## config.mk

```make
export PLATFORM = sky130hd
export DESIGN_NAME = gst_top
export DESIGN_NICKNAME = d
export VERILOG_FILES = /design/src/rtl/gst_sync.v /design/src/rtl/gst_top.v
export VERILOG_INCLUDE_DIRS = /design/src /design/src/rtl
export SDC_FILE = /design/constraint.sdc
export NUM_CORES = 1
export LEC_CHECK = 0
export ABC_AREA = 0
export BUFFER_PORTS_ARGS = -buffer_cell sky130_fd_sc_hd__buf_2
export CAP_MARGIN = 5
export CORE_MARGIN = 3
export CORE_UTILIZATION = 37
export CTS_CLUSTER_SIZE = 12
export DETAILED_ROUTE_END_ITERATION = 10
export MAX_ROUTING_LAYER = met4
export PLACE_DENSITY = 0.57
export REMOVE_ABC_BUFFERS = 1
export SLEW_MARGIN = 20
export SYNTH_ARGS = -nofsm -noshare
export SYNTH_HDL_FRONTEND = slang
export SYNTH_SLANG_ARGS = --single-unit
export TNS_END_PERCENT = 5
```

## constraint.sdc

```tcl
create_clock -name clk -period 9.1 [get_ports clk]
set_clock_uncertainty 0.1 [all_clocks]
set_input_delay 0.455 -clock clk [delete_from_list [all_inputs] [get_ports clk]]
set_output_delay 0.455 -clock clk [all_outputs]
set_load 0.03 [all_outputs]
```

## src/rtl/gst_consts.vh

```
// Register offsets, field positions, reset values and timing constants of the slot timing block
`ifndef GST_CONSTS_VH
`define GST_CONSTS_VH

// ---------------------------------------------------------------
// Register offsets (word addresses on the host register port)
// ---------------------------------------------------------------
`define GST_ADDR_PERIOD_LOW 16'h000D
`define GST_ADDR_PERIOD_HIGH 16'h000E
`define GST_ADDR_SYS_CTRL 16'h000F
`define GST_ADDR_OP_CTRL 16'h0010

// ---------------------------------------------------------------
// Reset values
// ---------------------------------------------------------------
`define GST_RST_PERIOD_LOW 16'h2710
`define GST_RST_PERIOD_HIGH 7'h00
`define GST_RST_CLK_SRC 2'h0
`define GST_RST_ALT_PIN 2'h0
`define GST_RST_SLOT_CNT 4'h0

// ---------------------------------------------------------------
// Field positions
// ---------------------------------------------------------------
`define GST_BIT_SOFT_RESTART 15
`define GST_CLK_SRC_HI 9
`define GST_CLK_SRC_LO 8
`define GST_ALT_PIN_HI 7
`define GST_ALT_PIN_LO 6
`define GST_BIT_SLOW_CHOICE 2
`define GST_BIT_FAST_OSC_ON 1
`define GST_BIT_KHZ_OSC_ON 0
`define GST_SLOT_CNT_HI 11
`define GST_SLOT_CNT_LO 8
`define GST_BIT_RUN 0

// ---------------------------------------------------------------
// Clock source codes
// ---------------------------------------------------------------
`define GST_SRC_INTERNAL 2'h0
`define GST_SRC_EXT_LF 2'h1
`define GST_SRC_EXT_HF 2'h2
`define GST_SRC_EXT_HF_DIV 2'h3

// ---------------------------------------------------------------
// Slot and timing constants
// ---------------------------------------------------------------
`define GST_SLOT_LAST 4'hB
`define GST_PERIOD_W 23
`define GST_HF_DIV 16

`endif

```

## src/rtl/gst_sync.v

```verilog
// Two-flop synchroniser for a group of asynchronous level inputs
`timescale 1ns/100ps

module gst_sync #(
   parameter WIDTH = 1
) (
   input wire clk,
   input wire rst_b,
   input wire [WIDTH-1:0] async_in,
   output wire [WIDTH-1:0] sync_out
);

   reg [WIDTH-1:0] stage_one;
   reg [WIDTH-1:0] stage_two;

   genvar bit_i;
   generate
      for (bit_i = 0; bit_i < WIDTH; bit_i = bit_i + 1) begin : g_bit
         // First stage feeds only the second stage to let metastability settle
         always @(posedge clk or negedge rst_b) begin
            if (!rst_b) begin
               stage_one[bit_i] <= 1'b0;
               stage_two[bit_i] <= 1'b0;
            end else begin
               stage_one[bit_i] <= async_in[bit_i];
               stage_two[bit_i] <= stage_one[bit_i];
            end
         end
      end
   endgenerate

   assign sync_out = stage_two;

endmodule

```

## src/rtl/gst_top.v

```verilog
// Global slot timing configuration: period counter, clock source selection, soft restart and slot sequencing
//
// Summary of operation
// - Sampling period is a 23-bit count: low sixteen and high seven bits.
// - Periods start at slow clock frequency divided by the period count.
// - Low period field resets to 0x2710, 100 Hz from a 1 MHz slow clock.
// - Writing the soft restart bit halts activity and restores register defaults.
// - Soft restart leaves the host serial port untouched.
// - Source code 00 uses both internal oscillators; 01 uses an external slow clock.
// - Code 2 external fast plus internal slow; code 3 slow derived from external fast.
// - Alternate clock pin field routes pin 0 to 3 for codes 00 to 11.
// - Slow clock choice bit: zero picks 32 kHz oscillator, one picks 1 MHz.
// - Bit 1 enables the 1 MHz oscillator; software keeps it on while used.
// - Bit 0 enables the 32 kHz oscillator; software keeps it on while used.
// - Slot count n runs slots A through the (n+1)th letter each period, never past slot L.
// - Slot count reset value 0000 runs slot A only.
// - Run bit zero means standby; one runs enabled slots every period.
`timescale 1ns/100ps
`include "gst_consts.vh"

module gst_top #(
   parameter HF_DIV = `GST_HF_DIV
) (
   input wire clk,
   input wire rst_b,
   input wire [15:0] reg_addr,
   input wire [15:0] reg_wdata,
   input wire reg_wr,
   input wire reg_rd,
   output reg [15:0] reg_rdata,
   output reg reg_rd_valid,
   input wire osc_khz_in,
   input wire osc_fast_in,
   input wire [3:0] gpio_in,
   output reg kilohertz_osc_on,
   output reg fast_slow_osc_on,
   output reg ext_fast_clk_used,
   output reg ext_slow_clk_used,
   output reg [1:0] alternate_clock_pin,
   output reg afe_halt,
   output reg period_start,
   output reg slot_go,
   output reg [3:0] slot_index
);

   // ---------------------------------------------------------------
   // Configuration registers
   // ---------------------------------------------------------------
   reg [15:0] period_count_low;
   reg [6:0] period_count_high;
   reg [1:0] clock_source_select;
   reg slow_clock_choice;
   reg [3:0] slot_count_select;
   reg run_standby_bit;

   wire soft_restart;
   wire [`GST_PERIOD_W-1:0] period_total;

   // Soft restart takes effect on the very write that sets the bit
   assign soft_restart = reg_wr && (reg_addr == `GST_ADDR_SYS_CTRL) && reg_wdata[`GST_BIT_SOFT_RESTART];
   assign period_total = {period_count_high, period_count_low};

   // Register writes; a soft restart overrides every field of the same write
   always @(posedge clk or negedge rst_b) begin
      if (!rst_b) begin
         period_count_low <= `GST_RST_PERIOD_LOW;
         period_count_high <= `GST_RST_PERIOD_HIGH;
         clock_source_select <= `GST_RST_CLK_SRC;
         alternate_clock_pin <= `GST_RST_ALT_PIN;
         slow_clock_choice <= 1'b0;
         fast_slow_osc_on <= 1'b0;
         kilohertz_osc_on <= 1'b0;
         slot_count_select <= `GST_RST_SLOT_CNT;
         run_standby_bit <= 1'b0;
      end else if (soft_restart) begin
         period_count_low <= `GST_RST_PERIOD_LOW;
         period_count_high <= `GST_RST_PERIOD_HIGH;
         clock_source_select <= `GST_RST_CLK_SRC;
         alternate_clock_pin <= `GST_RST_ALT_PIN;
         slow_clock_choice <= 1'b0;
         fast_slow_osc_on <= 1'b0;
         kilohertz_osc_on <= 1'b0;
         slot_count_select <= `GST_RST_SLOT_CNT;
         run_standby_bit <= 1'b0;
      end else if (reg_wr) begin
         case (reg_addr)
            `GST_ADDR_PERIOD_LOW: begin
               period_count_low <= reg_wdata;
            end
            `GST_ADDR_PERIOD_HIGH: begin
               period_count_high <= reg_wdata[6:0];
            end
            `GST_ADDR_SYS_CTRL: begin
               clock_source_select <= reg_wdata[`GST_CLK_SRC_HI:`GST_CLK_SRC_LO];
               alternate_clock_pin <= reg_wdata[`GST_ALT_PIN_HI:`GST_ALT_PIN_LO];
               slow_clock_choice <= reg_wdata[`GST_BIT_SLOW_CHOICE];
               fast_slow_osc_on <= reg_wdata[`GST_BIT_FAST_OSC_ON];
               kilohertz_osc_on <= reg_wdata[`GST_BIT_KHZ_OSC_ON];
            end
            `GST_ADDR_OP_CTRL: begin
               slot_count_select <= reg_wdata[`GST_SLOT_CNT_HI:`GST_SLOT_CNT_LO];
               run_standby_bit <= reg_wdata[`GST_BIT_RUN];
            end
            default: begin
               run_standby_bit <= run_standby_bit;
            end
         endcase
      end
   end

   // ---------------------------------------------------------------
   // Host read port
   // ---------------------------------------------------------------
   reg [15:0] next_rdata;

   // Reserved bits and the self-clearing restart bit read as zero
   always @* begin
      next_rdata = 16'h0000;
      case (reg_addr)
         `GST_ADDR_PERIOD_LOW: begin
            next_rdata = period_count_low;
         end
         `GST_ADDR_PERIOD_HIGH: begin
            next_rdata = {9'h000, period_count_high};
         end
         `GST_ADDR_SYS_CTRL: begin
            next_rdata = {6'h00, clock_source_select, alternate_clock_pin, 3'h0,
               slow_clock_choice, fast_slow_osc_on, kilohertz_osc_on};
         end
         `GST_ADDR_OP_CTRL: begin
            next_rdata = {4'h0, slot_count_select, 7'h00, run_standby_bit};
         end
         default: begin
            next_rdata = 16'h0000;
         end
      endcase
   end

   // Read data is not touched by soft restart so a host transfer survives it
   always @(posedge clk or negedge rst_b) begin
      if (!rst_b) begin
         reg_rdata <= 16'h0000;
         reg_rd_valid <= 1'b0;
      end else begin
         reg_rd_valid <= reg_rd;
         if (reg_rd) begin
            reg_rdata <= next_rdata;
         end
      end
   end

   // ---------------------------------------------------------------
   // Clock inputs and slow tick selection
   // ---------------------------------------------------------------
   wire [5:0] clk_sync;
   reg [5:0] clk_sync_d;
   wire [5:0] clk_rise;
   wire ext_pin_rise;
   reg [15:0] hf_div_cnt;
   reg hf_div_tick;
   reg slow_tick;

   // Oscillator and pin clocks are far slower than clk and are sampled as levels
   gst_sync #(
      .WIDTH(6)
   ) u_clk_sync (
      .clk(clk),
      .rst_b(rst_b),
      .async_in({gpio_in, osc_fast_in, osc_khz_in}),
      .sync_out(clk_sync)
   );

   // Edge detection runs on the synchronised copy only
   always @(posedge clk or negedge rst_b) begin
      if (!rst_b) begin
         clk_sync_d <= 6'h00;
      end else begin
         clk_sync_d <= clk_sync;
      end
   end

   assign clk_rise = clk_sync & ~clk_sync_d;
   assign ext_pin_rise = clk_rise[3'd2 + {1'b0, alternate_clock_pin}];

   // Divider that derives slow ticks from the external fast clock
   always @(posedge clk or negedge rst_b) begin
      if (!rst_b) begin
         hf_div_cnt <= 16'h0000;
         hf_div_tick <= 1'b0;
      end else begin
         hf_div_tick <= 1'b0;
         if (soft_restart) begin
            hf_div_cnt <= 16'h0000;
         end else if (ext_pin_rise) begin
            if (hf_div_cnt == HF_DIV[15:0] - 16'h0001) begin
               hf_div_cnt <= 16'h0000;
               hf_div_tick <= 1'b1;
            end else begin
               hf_div_cnt <= hf_div_cnt + 16'h0001;
            end
         end
      end
   end

   // Source multiplexer; the selected oscillator gives no ticks unless enabled
   always @* begin
      case (clock_source_select)
         `GST_SRC_EXT_LF: begin
            slow_tick = ext_pin_rise;
         end
         `GST_SRC_EXT_HF_DIV: begin
            slow_tick = hf_div_tick;
         end
         default: begin
            if (slow_clock_choice) begin
               slow_tick = clk_rise[1] & fast_slow_osc_on;
            end else begin
               slow_tick = clk_rise[0] & kilohertz_osc_on;
            end
         end
      endcase
   end

   // Source status outputs for the analog clock switches
   always @(posedge clk or negedge rst_b) begin
      if (!rst_b) begin
         ext_fast_clk_used <= 1'b0;
         ext_slow_clk_used <= 1'b0;
      end else begin
         ext_fast_clk_used <= clock_source_select[1];
         ext_slow_clk_used <= (clock_source_select == `GST_SRC_EXT_LF);
      end
   end

   // ---------------------------------------------------------------
   // Period counter
   // ---------------------------------------------------------------
   reg [`GST_PERIOD_W-1:0] period_cnt;
   wire period_wrap;

   // A zero period is blocked from wrapping, so the counter free-runs and no period starts
   assign period_wrap = slow_tick && (period_total != {`GST_PERIOD_W{1'b0}})
      && (period_cnt >= period_total - {{(`GST_PERIOD_W-1){1'b0}}, 1'b1});

   always @(posedge clk or negedge rst_b) begin
      if (!rst_b) begin
         period_cnt <= {`GST_PERIOD_W{1'b0}};
         period_start <= 1'b0;
         afe_halt <= 1'b1;
      end else begin
         period_start <= 1'b0;
         afe_halt <= ~run_standby_bit | soft_restart;
         if (soft_restart || !run_standby_bit) begin
            period_cnt <= {`GST_PERIOD_W{1'b0}};
         end else if (period_wrap) begin
            period_cnt <= {`GST_PERIOD_W{1'b0}};
            period_start <= 1'b1;
         end else if (slow_tick) begin
            period_cnt <= period_cnt + {{(`GST_PERIOD_W-1){1'b0}}, 1'b1};
         end
      end
   end

   // ---------------------------------------------------------------
   // Slot sequencer
   // ---------------------------------------------------------------
   localparam SEQ_IDLE = 1'b0;
   localparam SEQ_WALK = 1'b1;

   reg seq_state;
   wire [3:0] slot_last;

   // Undefined counts are clamped so the walk never passes slot L
   assign slot_last = (slot_count_select > `GST_SLOT_LAST) ? `GST_SLOT_LAST : slot_count_select;

   // One slot strobe per clock from A up to the last enabled slot
   always @(posedge clk or negedge rst_b) begin
      if (!rst_b) begin
         seq_state <= SEQ_IDLE;
         slot_go <= 1'b0;
         slot_index <= 4'h0;
      end else begin
         slot_go <= 1'b0;
         if (soft_restart || !run_standby_bit) begin
            seq_state <= SEQ_IDLE;
            slot_index <= 4'h0;
         end else begin
            case (seq_state)
               SEQ_IDLE: begin
                  if (period_start) begin
                     seq_state <= SEQ_WALK;
                     slot_index <= 4'h0;
                     slot_go <= 1'b1;
                  end
               end
               SEQ_WALK: begin
                  if (slot_index >= slot_last) begin
                     seq_state <= SEQ_IDLE;
                  end else begin
                     slot_index <= slot_index + 4'h1;
                     slot_go <= 1'b1;
                  end
               end
               default: begin
                  seq_state <= SEQ_IDLE;
               end
            endcase
         end
      end
   end

endmodule

```

==> results of run 1 <==
==> layer usage <==
| layer | wire (um) | up-vias | global-route usage, % | part of all wire (%) |
|---|---|---|---|---|
| li1 | - | 2552 | - | - |
| met1 | 7760 | 2613 | 24.4 | 46 |
| met2 | 8240 | 124 | 28.2 | 48 |
| met3 | 616 | 30 | 4.05 | 3.6 |
| met4 | 406 | 0 | 6.58 | 2.4 |
| met5 | 0 | - | - | 0 |
==> registers in the layout, summed over array words and instances, names as in the netlist, 4 cells and up <==
name,count
clk_sync_d,6
u_clk_sync.sync_out,6
slot_index,4
slot_count_select,4
reg_rdata,16
hf_div_cnt,16
period_count_high,7
period_count_low,16
u_clk_sync.stage_one,6
period_cnt,23
==> synth_stat cells (13+ instances only) <==
master / count
sky130_fd_sc_hd__dfrtp_1: 113
sky130_fd_sc_hd__nand2_1: 63
sky130_fd_sc_hd__nor2_1: 48
sky130_fd_sc_hd__nand3_1: 41
sky130_fd_sc_hd__xnor2_1: 36
sky130_fd_sc_hd__inv_1: 34
sky130_fd_sc_hd__ha_1: 32
sky130_fd_sc_hd__a21oi_1: 30
sky130_fd_sc_hd__nor3_1: 27
sky130_fd_sc_hd__o21ai_0: 23
sky130_fd_sc_hd__clkbuf_1: 20
sky130_fd_sc_hd__o22ai_1: 15
sky130_fd_sc_hd__xor2_1: 15
sky130_fd_sc_hd__mux2i_1: 13
sky130_fd_sc_hd__nand4_1: 13
==> cells by family after synthesis <==
group | after synthesis | synth area share, %
and+or+nand+nor | 270 | 22.5
muxes | 18 | 2.99
buffers and inverters | 62 | 4.06
xor gates and xnor gates | 51 | 6.75
DFF | 119 | 45.1
AOI/OAI and AO/OA | 123 | 12.6
adders and majority gates | 32 | 6.05
==> per-stage QoR <==
step | setup slack, ns | utilization (%)
after floorplan | 5.85 | -
after global placement | 5.46 | 41.0
after detailed placement | 5.31 | 41.0
after CTS | 5.30 | 44.5
after global routing | 4.98 | 44.6
final | 5.28 | 44.6
==> final cells by class <==
type                       instances  area, um2  area share (%)
sequential                       119       2990            38.4
inverter                          34        128            1.64
clock inverter                    13        170            2.19
timing repair buffer              75        394            5.07
multi-input combinational        494       3380            43.5
tap                              225        282            3.62
clock buffer                      19        433            5.57
==> critical path, cell delays in order, from the launching register on <==
cell and delay (ns):
sky130_fd_sc_hd__dfrtp_1 0.43, sky130_fd_sc_hd__nor3_1 0.41, sky130_fd_sc_hd__and3_1 0.31, sky130_fd_sc_hd__nand3_1 0.20, sky130_fd_sc_hd__nor4_1 0.35, sky130_fd_sc_hd__xnor2_1 0.13
sky130_fd_sc_hd__ha_1 0.31, sky130_fd_sc_hd__nand4_1 0.17, sky130_fd_sc_hd__nor2_1 0.18, sky130_fd_sc_hd__o211a_1 0.27, sky130_fd_sc_hd__a21oi_4 0.10, sky130_fd_sc_hd__a21oi_4 0.56
sky130_fd_sc_hd__nor3_1 0.12
==> worst max-delay path by stage <==
stage	startpoint	end
final	period_count_low[2]$_DFFE_PN0P_	period_cnt[11]$_DFFE_PN0P_
after CTS	period_count_low[2]$_DFFE_PN0P_	period_cnt[11]$_DFFE_PN0P_
after global routing	period_count_low[2]$_DFFE_PN0P_	period_cnt[12]$_DFFE_PN0P_
after floorplan	period_count_low[2]$_DFFE_PN0P_	period_cnt[10]$_DFFE_PN0P_
after detailed placement	period_count_low[2]$_DFFE_PN0P_	period_cnt[13]$_DFFE_PN0P_
after global placement	period_count_low[2]$_DFFE_PN0P_	period_cnt[13]$_DFFE_PN0P_
==> power by group through the flow <==
stage / Combinational (uW) / Sequential [uW] / Clock (uW)
floorplan: 26.6 / 563 / 0
global placement: 59.7 / 565 / 0
detailed placement: 61.8 / 565 / 0
CTS: 62.6 / 556 / 704
global route: 69.7 / 559 / 727
finish: 61.1 / 556 / 690
==> impl_summary.log, run 1 <==
[metrics] post-cts resize count: 0
[metrics] fraction of final layout cells with drive strength greater than 1: ~19%
[metrics] VDD IR max: about 160 uV
[metrics] count of vias placed by the detailed router: roughly 5300
[metrics] switching power of the nets: just over 300 uW
[metrics] Slew headroom: about a third
[metrics] type of the tightest min-delay check: input pin to register
[metrics] filler-free cell count of the finished design: between 900 and 1000
[metrics] commonest cells after routing, fill and taps aside: 113 x sky130_fd_sc_hd__dfrtp_1, 70 x sky130_fd_sc_hd__buf_2, 63 x sky130_fd_sc_hd__nand2_1
[metrics] Pwr Total: ~1300 uW
[metrics] detailed placement HPWL: about 12 mm
[metrics] Post-synth EDFFs: 0
[metrics] share of total power in the clock network: between 50% and 60%
[metrics] post-DR wirelength/cell: between 15 and 20 um
[metrics] Hold Path Cell Cnt: 1
[metrics] maximum clock path buffer count: 2
[metrics] Starting DRT DRC Count: approximately 370
[metrics] Die X-Extent: about 140 um
[metrics] final-report hold violation count: 0
[metrics] Die Area: a little under 0.02 mm2
[metrics] reg-to-reg critical path endpoint: period_cnt[11]$_DFFE_PN0P_
[metrics] number of global-route vias before repair: about 5400
[metrics] initial cell density of the core: roughly two fifths
[metrics] number of antenna violations at the first check in global routing: 0
[metrics] relative area change from synthesis to final layout: 17.4%
[metrics] Data arrival, critical path: between 3 and 4 ns
[metrics] average cell area after synthesis: slightly below 10 um2
[metrics] Min-Delay Startpoint: gpio_in[0]
[metrics] count of buffers inserted at the top-level ports: 71
[metrics] top cell type's share of synthesized area: between 40 and 50%
[metrics] Worst setup SP type: register
[metrics] clock network latency to the later pin of the worst-skew pair: 0.42 ns
[metrics] Pint: between 1000 and 1500 uW
[metrics] Boundary Pins: 72
[metrics] final setup vio count: 0
[metrics] All-Layer GR Usage: 18.5%
[metrics] max-cap violation count: 0
[metrics] Final ANT Viol Nets: 0
[metrics] placement row count: 48
[metrics] endpoint of the worst hold-timing path: u_clk_sync.stage_one[2]$_DFF_PN0_
[metrics] grt total ovfl: 0
[metrics] number of clock sinks: 119
[metrics] count of placed standard cells including taps: about 950
[metrics] Yosys warning count: 0
[metrics] number of buffers added for setup after CTS: 0
[metrics] Remaining DRCs: 0
[metrics] Chip Height: ~140 um
[metrics] number of iterations in the first detailed-routing pass: 5
[metrics] status: finished, final reports clean
[metrics] htree depth: 4
[metrics] maximum clock frequency: ~260 MHz
[metrics] Reg2Reg Setup Slack: approximately 5.3 ns
[metrics] maximum fanout count along the critical path: 18
[metrics] routed wire length: approximately 17 mm
[metrics] top cells by area in the synthesized netlist: sky130_fd_sc_hd__dfrtp_1 43%, sky130_fd_sc_hd__ha_1 6.0%, sky130_fd_sc_hd__xnor2_1 4.8%
[metrics] leading cell type in the layout, fill and taps excluded: sky130_fd_sc_hd__dfrtp_1
[metrics] Final Cycle Share: a little over two fifths
[metrics] startpoint of the lowest-slack register-to-register path: period_count_low[2]$_DFFE_PN0P_
[metrics] worst-margin pin slew: between 1 and 1.5 ns
[metrics] Total Neg Setup Slack: 0 ns
[metrics] total core area: between 0.015 and 0.02 mm2
[metrics] area post-placement: 0.00714 mm2
[metrics] cell count of the worst reg-to-reg path: 12
[metrics] Filler Cell Count: 1680
[metrics] Static Leakage: between 0.003 and 0.004 uW
[metrics] Worst Path Required: roughly 9.2 ns
[metrics] area of all placed cells without fillers: ~0.0078 mm2
[metrics] distinct cell type count of the synthesized netlist: 69
[metrics] flip-flop cell with the highest count after synthesis: sky130_fd_sc_hd__dfrtp_1
[metrics] buffer type at the clock tree root: sky130_fd_sc_hd__clkbuf_16
[metrics] part of the power in registers: between 40% and 50%
[metrics] routability-driven placement congestion ratio: 0.895
[metrics] clock transition at the registers of the reported paths: around 0.060 ns
[metrics] post-synthesis sequential area ratio: 45.1%
[metrics] vias per inst: about 5.4
[metrics] number of instances in the synthesized netlist: 675
[metrics] CTS tree: yes
[metrics] TritonCTS buffer count: 17
[metrics] largest area contributor in the synthesized netlist: sky130_fd_sc_hd__dfrtp_1
[metrics] setup repair after global routing missed its margin: no
[metrics] async set-or-reset flop fraction in the synthesized netlist: between 90% and 100%
[metrics] power density over cell area: between 150 and 200 mW/mm2
[metrics] wire length of the first global-routing pass: approximately 28 mm
[metrics] hold bufs inserted after CTS: 1
[metrics] number of pins with negative max-slew slack in the final report: 0
[metrics] share of total power consumed by net switching: a little under a quarter
[metrics] post-synth design cell area: 0.00662 mm2
[metrics] endpoint kind of the worst setup timing path: register
[metrics] combinational share of power: between 4 and 5%
[metrics] Hold WS: 0.0438 ns
[metrics] pin count of the biggest net entering global routing: roughly 80
[metrics] classification of the worst setup path: register to register
[metrics] final critical path time including I/O delays and setup: 3.82 ns
[metrics] number of nets in the finished design: 815
[metrics] number of antenna diodes: 0
[metrics] Seq cells post-synth: ~120
(Power assumes the default switching activity.)
==> run 2, diff against run 1 <==
--- a/config.mk
+++ b/config.mk
@@ -6,7 +6,7 @@
 export SDC_FILE = /design/constraint.sdc
 export NUM_CORES = 1
 export LEC_CHECK = 0
-export ABC_AREA = 0
+export ABC_AREA = 1
 export BUFFER_PORTS_ARGS = -buffer_cell sky130_fd_sc_hd__buf_2
 export CAP_MARGIN = 5
 export CORE_MARGIN = 3
@@ -14,7 +14,7 @@
 export CTS_CLUSTER_SIZE = 12
 export DETAILED_ROUTE_END_ITERATION = 10
 export MAX_ROUTING_LAYER = met4
-export PLACE_DENSITY = 0.57
+export PLACE_DENSITY = 0.58
 export REMOVE_ABC_BUFFERS = 1
 export SLEW_MARGIN = 20
 export SYNTH_ARGS = -nofsm -noshare
==> constraint.sdc (replaced) <==
create_clock -name clk -period 3.5 [get_ports clk]
set_clock_uncertainty 0.1 [all_clocks]
set_input_delay 0.175 -clock clk [delete_from_list [all_inputs] [get_ports clk]]
set_output_delay 0.175 -clock clk [all_outputs]
set_load 0.03 [all_outputs]
==> run 2 against run 1 <==
- count of clock-buffer cells in the layout increased by 2
- cell count increased by 27%
- sequential cell count unchanged
- critical path depth increased by 7
- die area increased by 3.9%
- fmax increased by 21%
- register-to-register slack got worse by 4.9 ns
- worst hold slack got worse by 0.020 ns
- sequential share of layout area decreased by 2.3 points
- global-route usage increased by 1.8 points
- via count increased by 17%
==> impl_summary.log, run 2 <==
[metrics] Yosys warning count: 0 (unchanged)
[metrics] Final ANT Viol Nets: 0 (unchanged)
[metrics] Total Neg Setup Slack: 0 ns (unchanged)
[metrics] Worst Path Required: 3.73 ns (was 9.24 ns)
[metrics] final standard cell utilization of the core: 45.6% (was 44.6%)
[metrics] classification of the worst setup path: register to register (unchanged)
[metrics] max-cap violation count: 0 (unchanged)
[metrics] CTS tree: yes (unchanged)
[metrics] worst setup timing slack at the placement stage: 0.200 ns (was 5.31 ns)
[metrics] Slew headroom: 55.7% (was 32.1%)
[metrics] leading cell type in the layout, fill and taps excluded: sky130_fd_sc_hd__nand2_1 (was sky130_fd_sc_hd__dfrtp_1)
[metrics] max FFs per register: 23 (unchanged)
[metrics] detailed placement HPWL: 14.1 mm (was 12.5 mm)
[metrics] Die X-Extent: 142 um (was 140 um)
[metrics] final setup vio count: 0 (unchanged)
[metrics] Hold WS: 0.0236 ns (was 0.0438 ns)
[metrics] worst path cell trace: inv_2 > ha_1 > nand2_1 > nor2_4 > nand2_1 > nor2_2 > nand4_1 > nor2_1 > xnor2_1 > ha_1 > nand2_1 > inv_1 > nand2_1 > nand2_1 > a21oi_1 > nand4_1 > nand2_4 > nand2_4 > o21ai_0 (was nor3_1 > and3_1 > nand3_1 > nor4_1 > xnor2_1 > ha_1 > nand4_1 > nor2_1 > o211a_1 > a21oi_4 > a21oi_4 > nor3_1)
[metrics] count of vias placed by the detailed router: 6222 (was 5319)
[metrics] Worst setup SP type: register (unchanged)
[metrics] flip-flop cell with the highest count after synthesis: sky130_fd_sc_hd__dfrtp_1 (unchanged)
[metrics] post-synth design cell area: 0.00689 mm2 (was 0.00662 mm2)
[metrics] total core area: 0.0181 mm2 (was 0.0174 mm2)
[metrics] routability-driven placement congestion ratio: 0.910 (was 0.895)
[metrics] distinct cell type count of the synthesized netlist: 40 (was 69)
[metrics] VDD IR max: 302 uV (was 155 uV)
[metrics] leading cell types by count after synthesis: 251 x sky130_fd_sc_hd__nand2_1, 113 x sky130_fd_sc_hd__dfrtp_1, 110 x sky130_fd_sc_hd__inv_1, 94 x sky130_fd_sc_hd__nor2_1, 65 x sky130_fd_sc_hd__nand3_1 (was 113 x sky130_fd_sc_hd__dfrtp_1, 63 x sky130_fd_sc_hd__nand2_1, 48 x sky130_fd_sc_hd__nor2_1, 41 x sky130_fd_sc_hd__nand3_1, 36 x sky130_fd_sc_hd__xnor2_1)
[metrics] buffer type at the clock tree root: sky130_fd_sc_hd__clkbuf_16 (unchanged)
[metrics] Remaining DRCs: 0 (unchanged)
[metrics] fraction of final layout cells with drive strength greater than 1: 13.8% (was 19.4%)
[metrics] Post-synth EDFFs: 0 (unchanged)
[metrics] post-synthesis sequential area ratio: 43.3% (was 45.1%)
[metrics] setup repair after global routing missed its margin: no (unchanged)
[metrics] htree depth: 4 (unchanged)
[metrics] Slowest cell on crit path: sky130_fd_sc_hd__dfrtp_1 (was sky130_fd_sc_hd__a21oi_4)
[metrics] routed wire length: 19.1 mm (was 17.0 mm)
[metrics] async set-or-reset flop fraction in the synthesized netlist: 100% (unchanged)
[metrics] number of global-route vias before repair: 6118 (was 5352)
[metrics] number of iterations in the first detailed-routing pass: 4 (was 5)
[metrics] maximum clock frequency: 316 MHz (was 262 MHz)
[metrics] Seq cells post-synth: 119 (unchanged)
[metrics] TritonCTS buffer count: 17 (unchanged)
[metrics] Die Area: 0.0203 mm2 (was 0.0195 mm2)
[metrics] top cells by area in the synthesized netlist: sky130_fd_sc_hd__dfrtp_1 41%, sky130_fd_sc_hd__nand2_1 14%, sky130_fd_sc_hd__inv_1 6.0% (was sky130_fd_sc_hd__dfrtp_1 43%, sky130_fd_sc_hd__ha_1 6.0%, sky130_fd_sc_hd__xnor2_1 4.8%)
[metrics] count of buffers inserted at the top-level ports: 71 (unchanged)
[metrics] Filler Cell Count: 1804 (was 1680)
[metrics] final-report hold violation count: 0 (unchanged)
[metrics] type of the tightest min-delay check: input pin to register (unchanged)
[metrics] initial cell density of the core: 38.0% (about the same)
[metrics] Boundary Pins: 72 (unchanged)
[metrics] number of antenna diodes: 0 (unchanged)
[metrics] Starting DRT DRC Count: 362 (was 367)
[metrics] Data arrival, critical path: 3.39 ns (was 3.96 ns)
[metrics] Chip Height: 142 um (was 140 um)
[metrics] pin count of the biggest net entering global routing: 61 (was 82)
[metrics] smallest setup slack after layout: 0.337 ns (was 5.28 ns)
[metrics] CP peak stage delay: 0.39 ns (was 0.56 ns)
[metrics] number of pins with negative max-slew slack in the final report: 0 (unchanged)
[metrics] placement row count: 49 (was 48)
[metrics] vias per inst: 4.99 (was 5.43)
[metrics] power density over cell area: 400 mW/mm2 (was 168 mW/mm2)
[metrics] largest area contributor in the synthesized netlist: sky130_fd_sc_hd__dfrtp_1 (unchanged)
[metrics] number of clock sinks: 119 (unchanged)
[metrics] All-Layer GR Usage: 20.2% (was 18.5%)
[metrics] Most Frequent Cell on Critical Path: sky130_fd_sc_hd__nand2_1
[metrics] Final Cycle Share: 90.4% (was 41.9%)
[metrics] commonest cells after routing, fill and taps aside: 251 x sky130_fd_sc_hd__nand2_1, 113 x sky130_fd_sc_hd__dfrtp_1, 108 x sky130_fd_sc_hd__inv_1 (was 113 x sky130_fd_sc_hd__dfrtp_1, 70 x sky130_fd_sc_hd__buf_2, 63 x sky130_fd_sc_hd__nand2_1)
[metrics] endpoint kind of the worst setup timing path: register (unchanged)
[metrics] top cell type's share of synthesized area: 41.0% (was 42.7%)
[metrics] worst-margin pin slew: 0.658 ns (was 1.02 ns)
[metrics] clock transition at the registers of the reported paths: 0.06 ns (about the same)
[metrics] Pwr Total: 3310 uW (was 1310 uW)
[metrics] number of instances in the synthesized netlist: 904 (was 675)
[metrics] number of antenna violations at the first check in global routing: 0 (unchanged)
[metrics] number of nets in the finished design: 1080 (was 815)
[metrics] average cell area after synthesis: 7.62 um2 (was 9.81 um2)
[metrics] post-DR wirelength/cell: 15.3 um (was 17.4 um)
[metrics] clock network latency to the later pin of the worst-skew pair: 0.42 ns (about the same)
[metrics] maximum fanout count along the critical path: 16 (was 18)
[metrics] Most flops, register: period_cnt (unchanged)
[metrics] status: finished, final reports clean (unchanged)
[metrics] relative area change from synthesis to final layout: 20.1% (was 17.4%)
[metrics] final critical path time including I/O delays and setup: 3.16 ns (was 3.82 ns)
[metrics] most used standard cell by instance count after synthesis: sky130_fd_sc_hd__nand2_1 (was sky130_fd_sc_hd__dfrtp_1)
[metrics] wire length of the first global-routing pass: 31.4 mm (was 28.1 mm)
[metrics] Static Leakage: 0.00414 uW (was 0.00357 uW)
[metrics] maximum clock path buffer count: 2 (unchanged)
[metrics] grt total ovfl: 0 (unchanged)
==> run 2: layout make-up <==
cell class,count,area (um2),share of cell area (%)
Timing Repair Buffer,100,638,7.71
Clock buffer,21,460,5.56
Tap cell,229,287,3.46
Inverter,112,420,5.08
Multi-Input combinational cell,656,3380,40.9
Clock inverter,11,100,1.21
Sequential cell,119,2990,36.1
==> run 2: repair_timing <==
| action | in CTS | in global routing |
|---|---|---|
| hold buffers | 20 | 0 |
| endpoints found under the hold margin | 67 | 0 |
| resized for setup | 0 | 2 |
| endpoints found under the setup margin | 0 | 16 |
| buffers inserted | 0 | 2 |
==> run 2: cells by family (layout without fill, tap and decap cells) <==
| logic type | after synthesis | count (layout) | synth area share (%) |
|---|---|---|---|
| simple gates | 480 | 480 | 30.4 |
| buf+inv | 129 | 244 | 7.57 |
| compound gates | 121 | 121 | 9.97 |
| flops | 119 | 119 | 43.3 |
| fa+ha+maj | 32 | 32 | 5.81 |
| xor+xnor | 23 | 23 | 2.92 |
==> run 2: worst max-delay path, delay by kind of cell (launching register included) <==
kind	cells	cell delay [ns]
AND/OR/NAND/NOR	12	1.51
adder cells (fa/ha/maj)	2	0.47
flip-flops	1	0.39
AO/OA/AOI/OAI	2	0.29
buffers and inverters	2	0.18
XOR/XNOR	1	0.14
==> run 2: layer usage <==
| metal | routed length (um) | vias up | global-route usage [%] |
|---|---|---|---|
| met5 | 0 | - | - |
| met4 | 229 | 0 | 5.05 |
| met3 | 734 | 17 | 4.13 |
| met2 | 9000 | 121 | 32.0 |
| met1 | 9100 | 2917 | 26.8 |
| li1 | - | 3167 | - |
==> run 2: stage by stage <==
stage                     instances  cell area [um2]
after floorplan                 887             6790
after global placement         1194             7500
after detailed placement       1194             7500
after CTS                      1246             8260
after global routing           1248             8270
final                          1248             8270
==> run 2: worst paths after layout <==
check / start / endpoint / slack (ns) / cells after the start
max: period_count_low[0]$_DFFE_PN0P_ / period_cnt[5]$_DFFE_PN0P_ / 0.34 / 19
min in group asynchronous: rst_b / period_cnt[4]$_DFFE_PN0P_ / 0.19 / 2
min reg2reg: u_clk_sync.stage_one[5]$_DFF_PN0_ / u_clk_sync.sync_out[5]$_DFF_PN0_ / 0.25 / 0
max in group asynchronous: rst_b / period_count_low[13]$_DFFE_PN1P_ / 2.31 / 3
min: reg_wdata[5] / period_count_low[5]$_DFFE_PN0P_ / 0.02 / 3
max reg2reg: period_count_low[0]$_DFFE_PN0P_ / period_cnt[5]$_DFFE_PN0P_ / 0.34 / 19
==> run 2: power breakdown <==
part	internal [uW]	switching, uW	leakage, uW
Clock	1010	649	0.000273
Combinational	77.5	119	0.00231
Sequential	1420	34.2	0.00155
==> run 3, diff against run 2 <==
--- a/config.mk
+++ b/config.mk
@@ -6,18 +6,19 @@
 export SDC_FILE = /design/constraint.sdc
 export NUM_CORES = 1
 export LEC_CHECK = 0
-export ABC_AREA = 1
 export BUFFER_PORTS_ARGS = -buffer_cell sky130_fd_sc_hd__buf_2
 export CAP_MARGIN = 5
 export CORE_MARGIN = 3
 export CORE_UTILIZATION = 37
 export CTS_CLUSTER_SIZE = 12
 export DETAILED_ROUTE_END_ITERATION = 10
+export HOLD_SLACK_MARGIN = 0.08
 export MAX_ROUTING_LAYER = met4
-export PLACE_DENSITY = 0.58
+export PLACE_DENSITY = 0.59
 export REMOVE_ABC_BUFFERS = 1
 export SLEW_MARGIN = 20
 export SYNTH_ARGS = -nofsm -noshare
 export SYNTH_HDL_FRONTEND = slang
+export SYNTH_HIERARCHICAL = 1
 export SYNTH_SLANG_ARGS = --single-unit
 export TNS_END_PERCENT = 5
==> run 3 against run 2 <==
- the run now ends with negative setup slack left
- first-iteration DRC count shrank 5.0%
- wire length shrank 14%
- sequential cell count is the same
- synthesized cell count shrank 27%
- count of clock-buffer cells in the layout shrank 2
- power grew 5.0%
- die area shrank 8.0%
- clock power grew 10%
- sequential share of layout area grew 1.1 points
- register-to-register slack lost 0.35 ns
- global-route usage shrank 1.3 points
- critical path type unchanged
==> impl_summary.log, run 3 <==
[metrics] top cell type's share of synthesized area: 44.8% (was 41.0%)
[metrics] worst-margin pin slew: 0.909 ns (was 0.658 ns)
[metrics] Hold WS: 0.143 ns (was 0.0236 ns)
[metrics] status: finished with violations (was finished, final reports clean)
[metrics] Most flops, register: period_cnt (unchanged)
[metrics] Final Cycle Share: 100% (was 90.4%)
[metrics] routability-driven placement congestion ratio: 0.885 (was 0.910)
[metrics] wire length the detailed router placed on met1: 7.33 mm (was 9.10 mm)
[metrics] Worst setup SP type: register (unchanged)
[metrics] Post-synth EDFFs: 0 (unchanged)
[metrics] relative area change from synthesis to final layout: 27.2% (was 20.1%)
[metrics] power density over cell area: 433 mW/mm2 (was 400 mW/mm2)
[metrics] number of antenna diodes: 0 (unchanged)
[metrics] Most Frequent Cell on Critical Path: sky130_fd_sc_hd__o22ai_1 (was sky130_fd_sc_hd__nand2_1)
[metrics] commonest cells after routing, fill and taps aside: 113 x sky130_fd_sc_hd__dfrtp_1, 80 x sky130_fd_sc_hd__nand2_1, 70 x sky130_fd_sc_hd__buf_2 (was 251 x sky130_fd_sc_hd__nand2_1, 113 x sky130_fd_sc_hd__dfrtp_1, 108 x sky130_fd_sc_hd__inv_1)
[metrics] leading cell type in the layout, fill and taps excluded: sky130_fd_sc_hd__dfrtp_1 (was sky130_fd_sc_hd__nand2_1)
[metrics] CP peak stage delay: 0.49 ns (was 0.39 ns)
[metrics] number of antenna violations at the first check in global routing: 0 (unchanged)
[metrics] count of vias placed by the detailed router: 5360 (was 6222)
[metrics] Yosys warning count: 6 (was 0)
[metrics] classification of the worst setup path: register to register (unchanged)
[metrics] number of global-route vias before repair: 5289 (was 6118)
[metrics] type of the tightest min-delay check: input pin to register (unchanged)
[metrics] final setup vio count: 4 (was 0)
[metrics] leading cell types by count after synthesis: 113 x sky130_fd_sc_hd__dfrtp_1, 80 x sky130_fd_sc_hd__nand2_1, 48 x sky130_fd_sc_hd__nor2_1, 47 x sky130_fd_sc_hd__a21oi_1, 43 x sky130_fd_sc_hd__nand3_1 (was 251 x sky130_fd_sc_hd__nand2_1, 113 x sky130_fd_sc_hd__dfrtp_1, 110 x sky130_fd_sc_hd__inv_1, 94 x sky130_fd_sc_hd__nor2_1, 65 x sky130_fd_sc_hd__nand3_1)
[metrics] maximum clock path buffer count: 2 (unchanged)
[metrics] total core area: 0.0166 mm2 (was 0.0181 mm2)
[metrics] clock network latency to the later pin of the worst-skew pair: 0.42 ns (about the same)
[metrics] wire length of the first global-routing pass: 26.9 mm (was 31.4 mm)
[metrics] Slew headroom: 39.4% (was 55.7%)
[metrics] post-DR wirelength/cell: 16.1 um (was 15.3 um)
[metrics] count of placed standard cells including taps: 960 (was 1194)
[metrics] Boundary Pins: 72 (unchanged)
[metrics] largest area contributor in the synthesized netlist: sky130_fd_sc_hd__dfrtp_1 (unchanged)
[metrics] final standard cell utilization of the core: 48.3% (was 45.6%)
[metrics] setup repair after global routing missed its margin: yes (was no)
[metrics] Static Leakage: 0.00374 uW (was 0.00414 uW)
[metrics] Data arrival, critical path: 3.74 ns (was 3.39 ns)
[metrics] average cell area after synthesis: 9.61 um2 (was 7.62 um2)
[metrics] maximum clock frequency: 285 MHz (was 316 MHz)
[metrics] number of iterations in the first detailed-routing pass: 5 (was 4)
[metrics] met2 wire length: 8.19 mm (was 9.00 mm)
[metrics] worst path cell trace: nor4_2 > buf_4 > nand3_1 > or4_4 > xor2_1 > ha_1 > nand4_1 > or2_2 > o22ai_1 > a2111o_1 > o21bai_2 > buf_12 > nand2b_2 > o22ai_1 (was inv_2 > ha_1 > nand2_1 > nor2_4 > nand2_1 > nor2_2 > nand4_1 > nor2_1 > xnor2_1 > ha_1 > nand2_1 > inv_1 > nand2_1 > nand2_1 > a21oi_1 > nand4_1 > nand2_4 > nand2_4 > o21ai_0)
[metrics] endpoint kind of the worst setup timing path: register (unchanged)
[metrics] async set-or-reset flop fraction in the synthesized netlist: 100% (unchanged)
[metrics] Reg2Reg Setup Slack: -0.01 ns (was 0.34 ns)
[metrics] met3 wirelength from detailed routing: 520 um (was 734 um)
[metrics] initial cell density of the core: 37.9% (was 38.0%)
[metrics] buffers plus inverters on the worst setup path: 2 (unchanged)
[metrics] max FFs per register: 23 (unchanged)
[metrics] pin count of the biggest net entering global routing: 70 (was 61)
[metrics] most used standard cell by instance count after synthesis: sky130_fd_sc_hd__dfrtp_1 (was sky130_fd_sc_hd__nand2_1)
[metrics] clock transition at the registers of the reported paths: 0.06 ns (about the same)
[metrics] smallest setup slack after layout: -0.0132 ns (was 0.337 ns)
[metrics] placement row count: 47 (was 49)
[metrics] htree depth: 4 (unchanged)
[metrics] buffer type at the clock tree root: sky130_fd_sc_hd__clkbuf_16 (unchanged)
[metrics] flip-flop cell with the highest count after synthesis: sky130_fd_sc_hd__dfrtp_1 (unchanged)
[metrics] violated checks: negative setup slack
[metrics] distinct cell type count of the synthesized netlist: 61 (was 40)
[metrics] number of instances in the synthesized netlist: 657 (was 904)
[metrics] VDD IR max: 428 uV (was 302 uV)
[metrics] maximum fanout count along the critical path: 21 (was 16)
[metrics] Pwr Total: 3480 uW (was 3310 uW)
[metrics] fraction of final layout cells with drive strength greater than 1: 22.1% (was 13.8%)
[metrics] count of buffers inserted at the top-level ports: 71 (unchanged)
[metrics] Die X-Extent: 137 um (was 142 um)
[metrics] final-report hold violation count: 0 (unchanged)
[metrics] vias per inst: 5.27 (was 4.99)
[metrics] Die Area: 0.0187 mm2 (was 0.0203 mm2)
[metrics] routed wire length: 16.3 mm (was 19.1 mm)
[metrics] Worst Path Required: 3.73 ns (about the same)
[metrics] CTS tree: yes (unchanged)
[metrics] All-Layer GR Usage: 18.9% (was 20.2%)
[metrics] post-synth design cell area: 0.00631 mm2 (was 0.00689 mm2)
[metrics] max-cap violation count: 0 (unchanged)
[metrics] detailed placement HPWL: 12.0 mm (was 14.1 mm)
[metrics] post-synthesis sequential area ratio: 47.3% (was 43.3%)
[metrics] TritonCTS buffer count: 17 (unchanged)
[metrics] CP top delay family: simple AND/OR/NAND/NOR gates (unchanged)
[metrics] Seq cells post-synth: 119 (unchanged)
[metrics] highest signal layer in the routed design: met4 (unchanged)
[metrics] number of pins with negative max-slew slack in the final report: 0 (unchanged)
[metrics] top cells by area in the synthesized netlist: sky130_fd_sc_hd__dfrtp_1 45%, sky130_fd_sc_hd__ha_1 6.3%, sky130_fd_sc_hd__nand2_1 4.8% (was sky130_fd_sc_hd__dfrtp_1 41%, sky130_fd_sc_hd__nand2_1 14%, sky130_fd_sc_hd__inv_1 6.0%)
[metrics] final critical path time including I/O delays and setup: 3.51 ns (was 3.16 ns)
[metrics] number of clock sinks: 119 (unchanged)
[metrics] Chip Height: 137 um (was 142 um)
[metrics] Starting DRT DRC Count: 344 (was 362)
[metrics] Remaining DRCs: 0 (unchanged)
[metrics] filler-free cell count of the finished design: 1017 (was 1248)
[metrics] grt total ovfl: 0 (unchanged)
[metrics] Slowest cell on crit path: sky130_fd_sc_hd__or4_4 (was sky130_fd_sc_hd__dfrtp_1)
[metrics] Final ANT Viol Nets: 0 (unchanged)
[metrics] number of nets in the finished design: 858 (was 1080)
==> run 3: cell families (layout without fill, tap and decap cells) <==
kind of cell / count (synthesis) / count (layout) / share of synthesized area, %
AO/OA/AOI/OAI: 136 / 136 / 13.4
XOR/XNOR: 38 / 38 / 5.27
AND/OR/NAND/NOR: 275 / 275 / 22.2
buffers and inverters: 42 / 182 / 2.83
multiplexers: 15 / 15 / 2.69
adder cells (fa/ha/maj): 32 / 32 / 6.34
flip-flops: 119 / 119 / 47.3
==> run 3: per-stage QoR <==
stage / area, um2 / setup TNS, ns / worst slack [ns]
finish: 8040 / -0.0383 / -0.0132
CTS: 8010 / -0.138 / -0.0279
detailed placement: 7120 / -1.29 / -0.128
global route: 8040 / -3.99 / -0.223
global placement: 7120 / 0 / 0.0764
floorplan: 6210 / -6.72 / -0.344
==> run 3: routing by layer <==
layer | GRT usage (%) | vias up
met5 | - | -
met4 | 6.77 | 0
met3 | 3.93 | 17
met2 | 30.4 | 108
met1 | 23.7 | 2614
li1 | - | 2621
==> run 3: final cells by class <==
type	instances	area, um2
multi-input cells	496	3190
clock inverters	13	169
repair buffers	130	888
fillers	1530	8610
flip-flops and latches	119	2990
inverters	20	75.1
well taps	220	275
clock buffers	19	453
==> run 3: power breakdown <==
group	internal [uW]	switching (uW)
logic	80.9	110
registers	1420	38.6
clock network	1160	664
total	2660	813
==> run 3: repair_timing <==
action,4_1_cts,5_1_grt
gates cloned,0,0
endpoints found under the hold margin,108,0
pin swaps,2,1
setup endpoints to repair,17,24
buffers inserted,0,0
resized for setup,3,6
hold buffers,25,0
==> run 3: worst paths after layout <==
path                                              startpoint                          endpoint  cells past startpoint
max                         period_count_low[11]$_DFFE_PN0P_         period_cnt[4]$_DFFE_PN0P_                     14
min                                             reg_addr[15]             hf_div_tick$_DFF_PN0_                      4
max reg2reg                 period_count_low[11]$_DFFE_PN0P_         period_cnt[4]$_DFFE_PN0P_                     14
min reg2reg                u_clk_sync/stage_one[0]$_DFF_PN0_  u_clk_sync/sync_out[0]$_DFF_PN0_                      0
max in group asynchronous                              rst_b   period_count_low[9]$_DFFE_PN1P_                      3
min in group asynchronous                              rst_b         period_cnt[3]$_DFFE_PN0P_                      2
==> run 3: worst reg2reg max path, stage by stage (launching register included) <==
cell,delay [ns]
sky130_fd_sc_hd__dfrtp_1,0.38
sky130_fd_sc_hd__nor4_2,0.28
sky130_fd_sc_hd__buf_4,0.17
sky130_fd_sc_hd__nand3_1,0.09
sky130_fd_sc_hd__or4_4,0.49
sky130_fd_sc_hd__xor2_1,0.16
sky130_fd_sc_hd__ha_1,0.30
sky130_fd_sc_hd__nand4_1,0.14
sky130_fd_sc_hd__or2_2,0.15
sky130_fd_sc_hd__o22ai_1,0.06
sky130_fd_sc_hd__a2111o_1,0.43
sky130_fd_sc_hd__o21bai_2,0.18
sky130_fd_sc_hd__buf_12,0.19
sky130_fd_sc_hd__nand2b_2,0.14
sky130_fd_sc_hd__o22ai_1,0.15
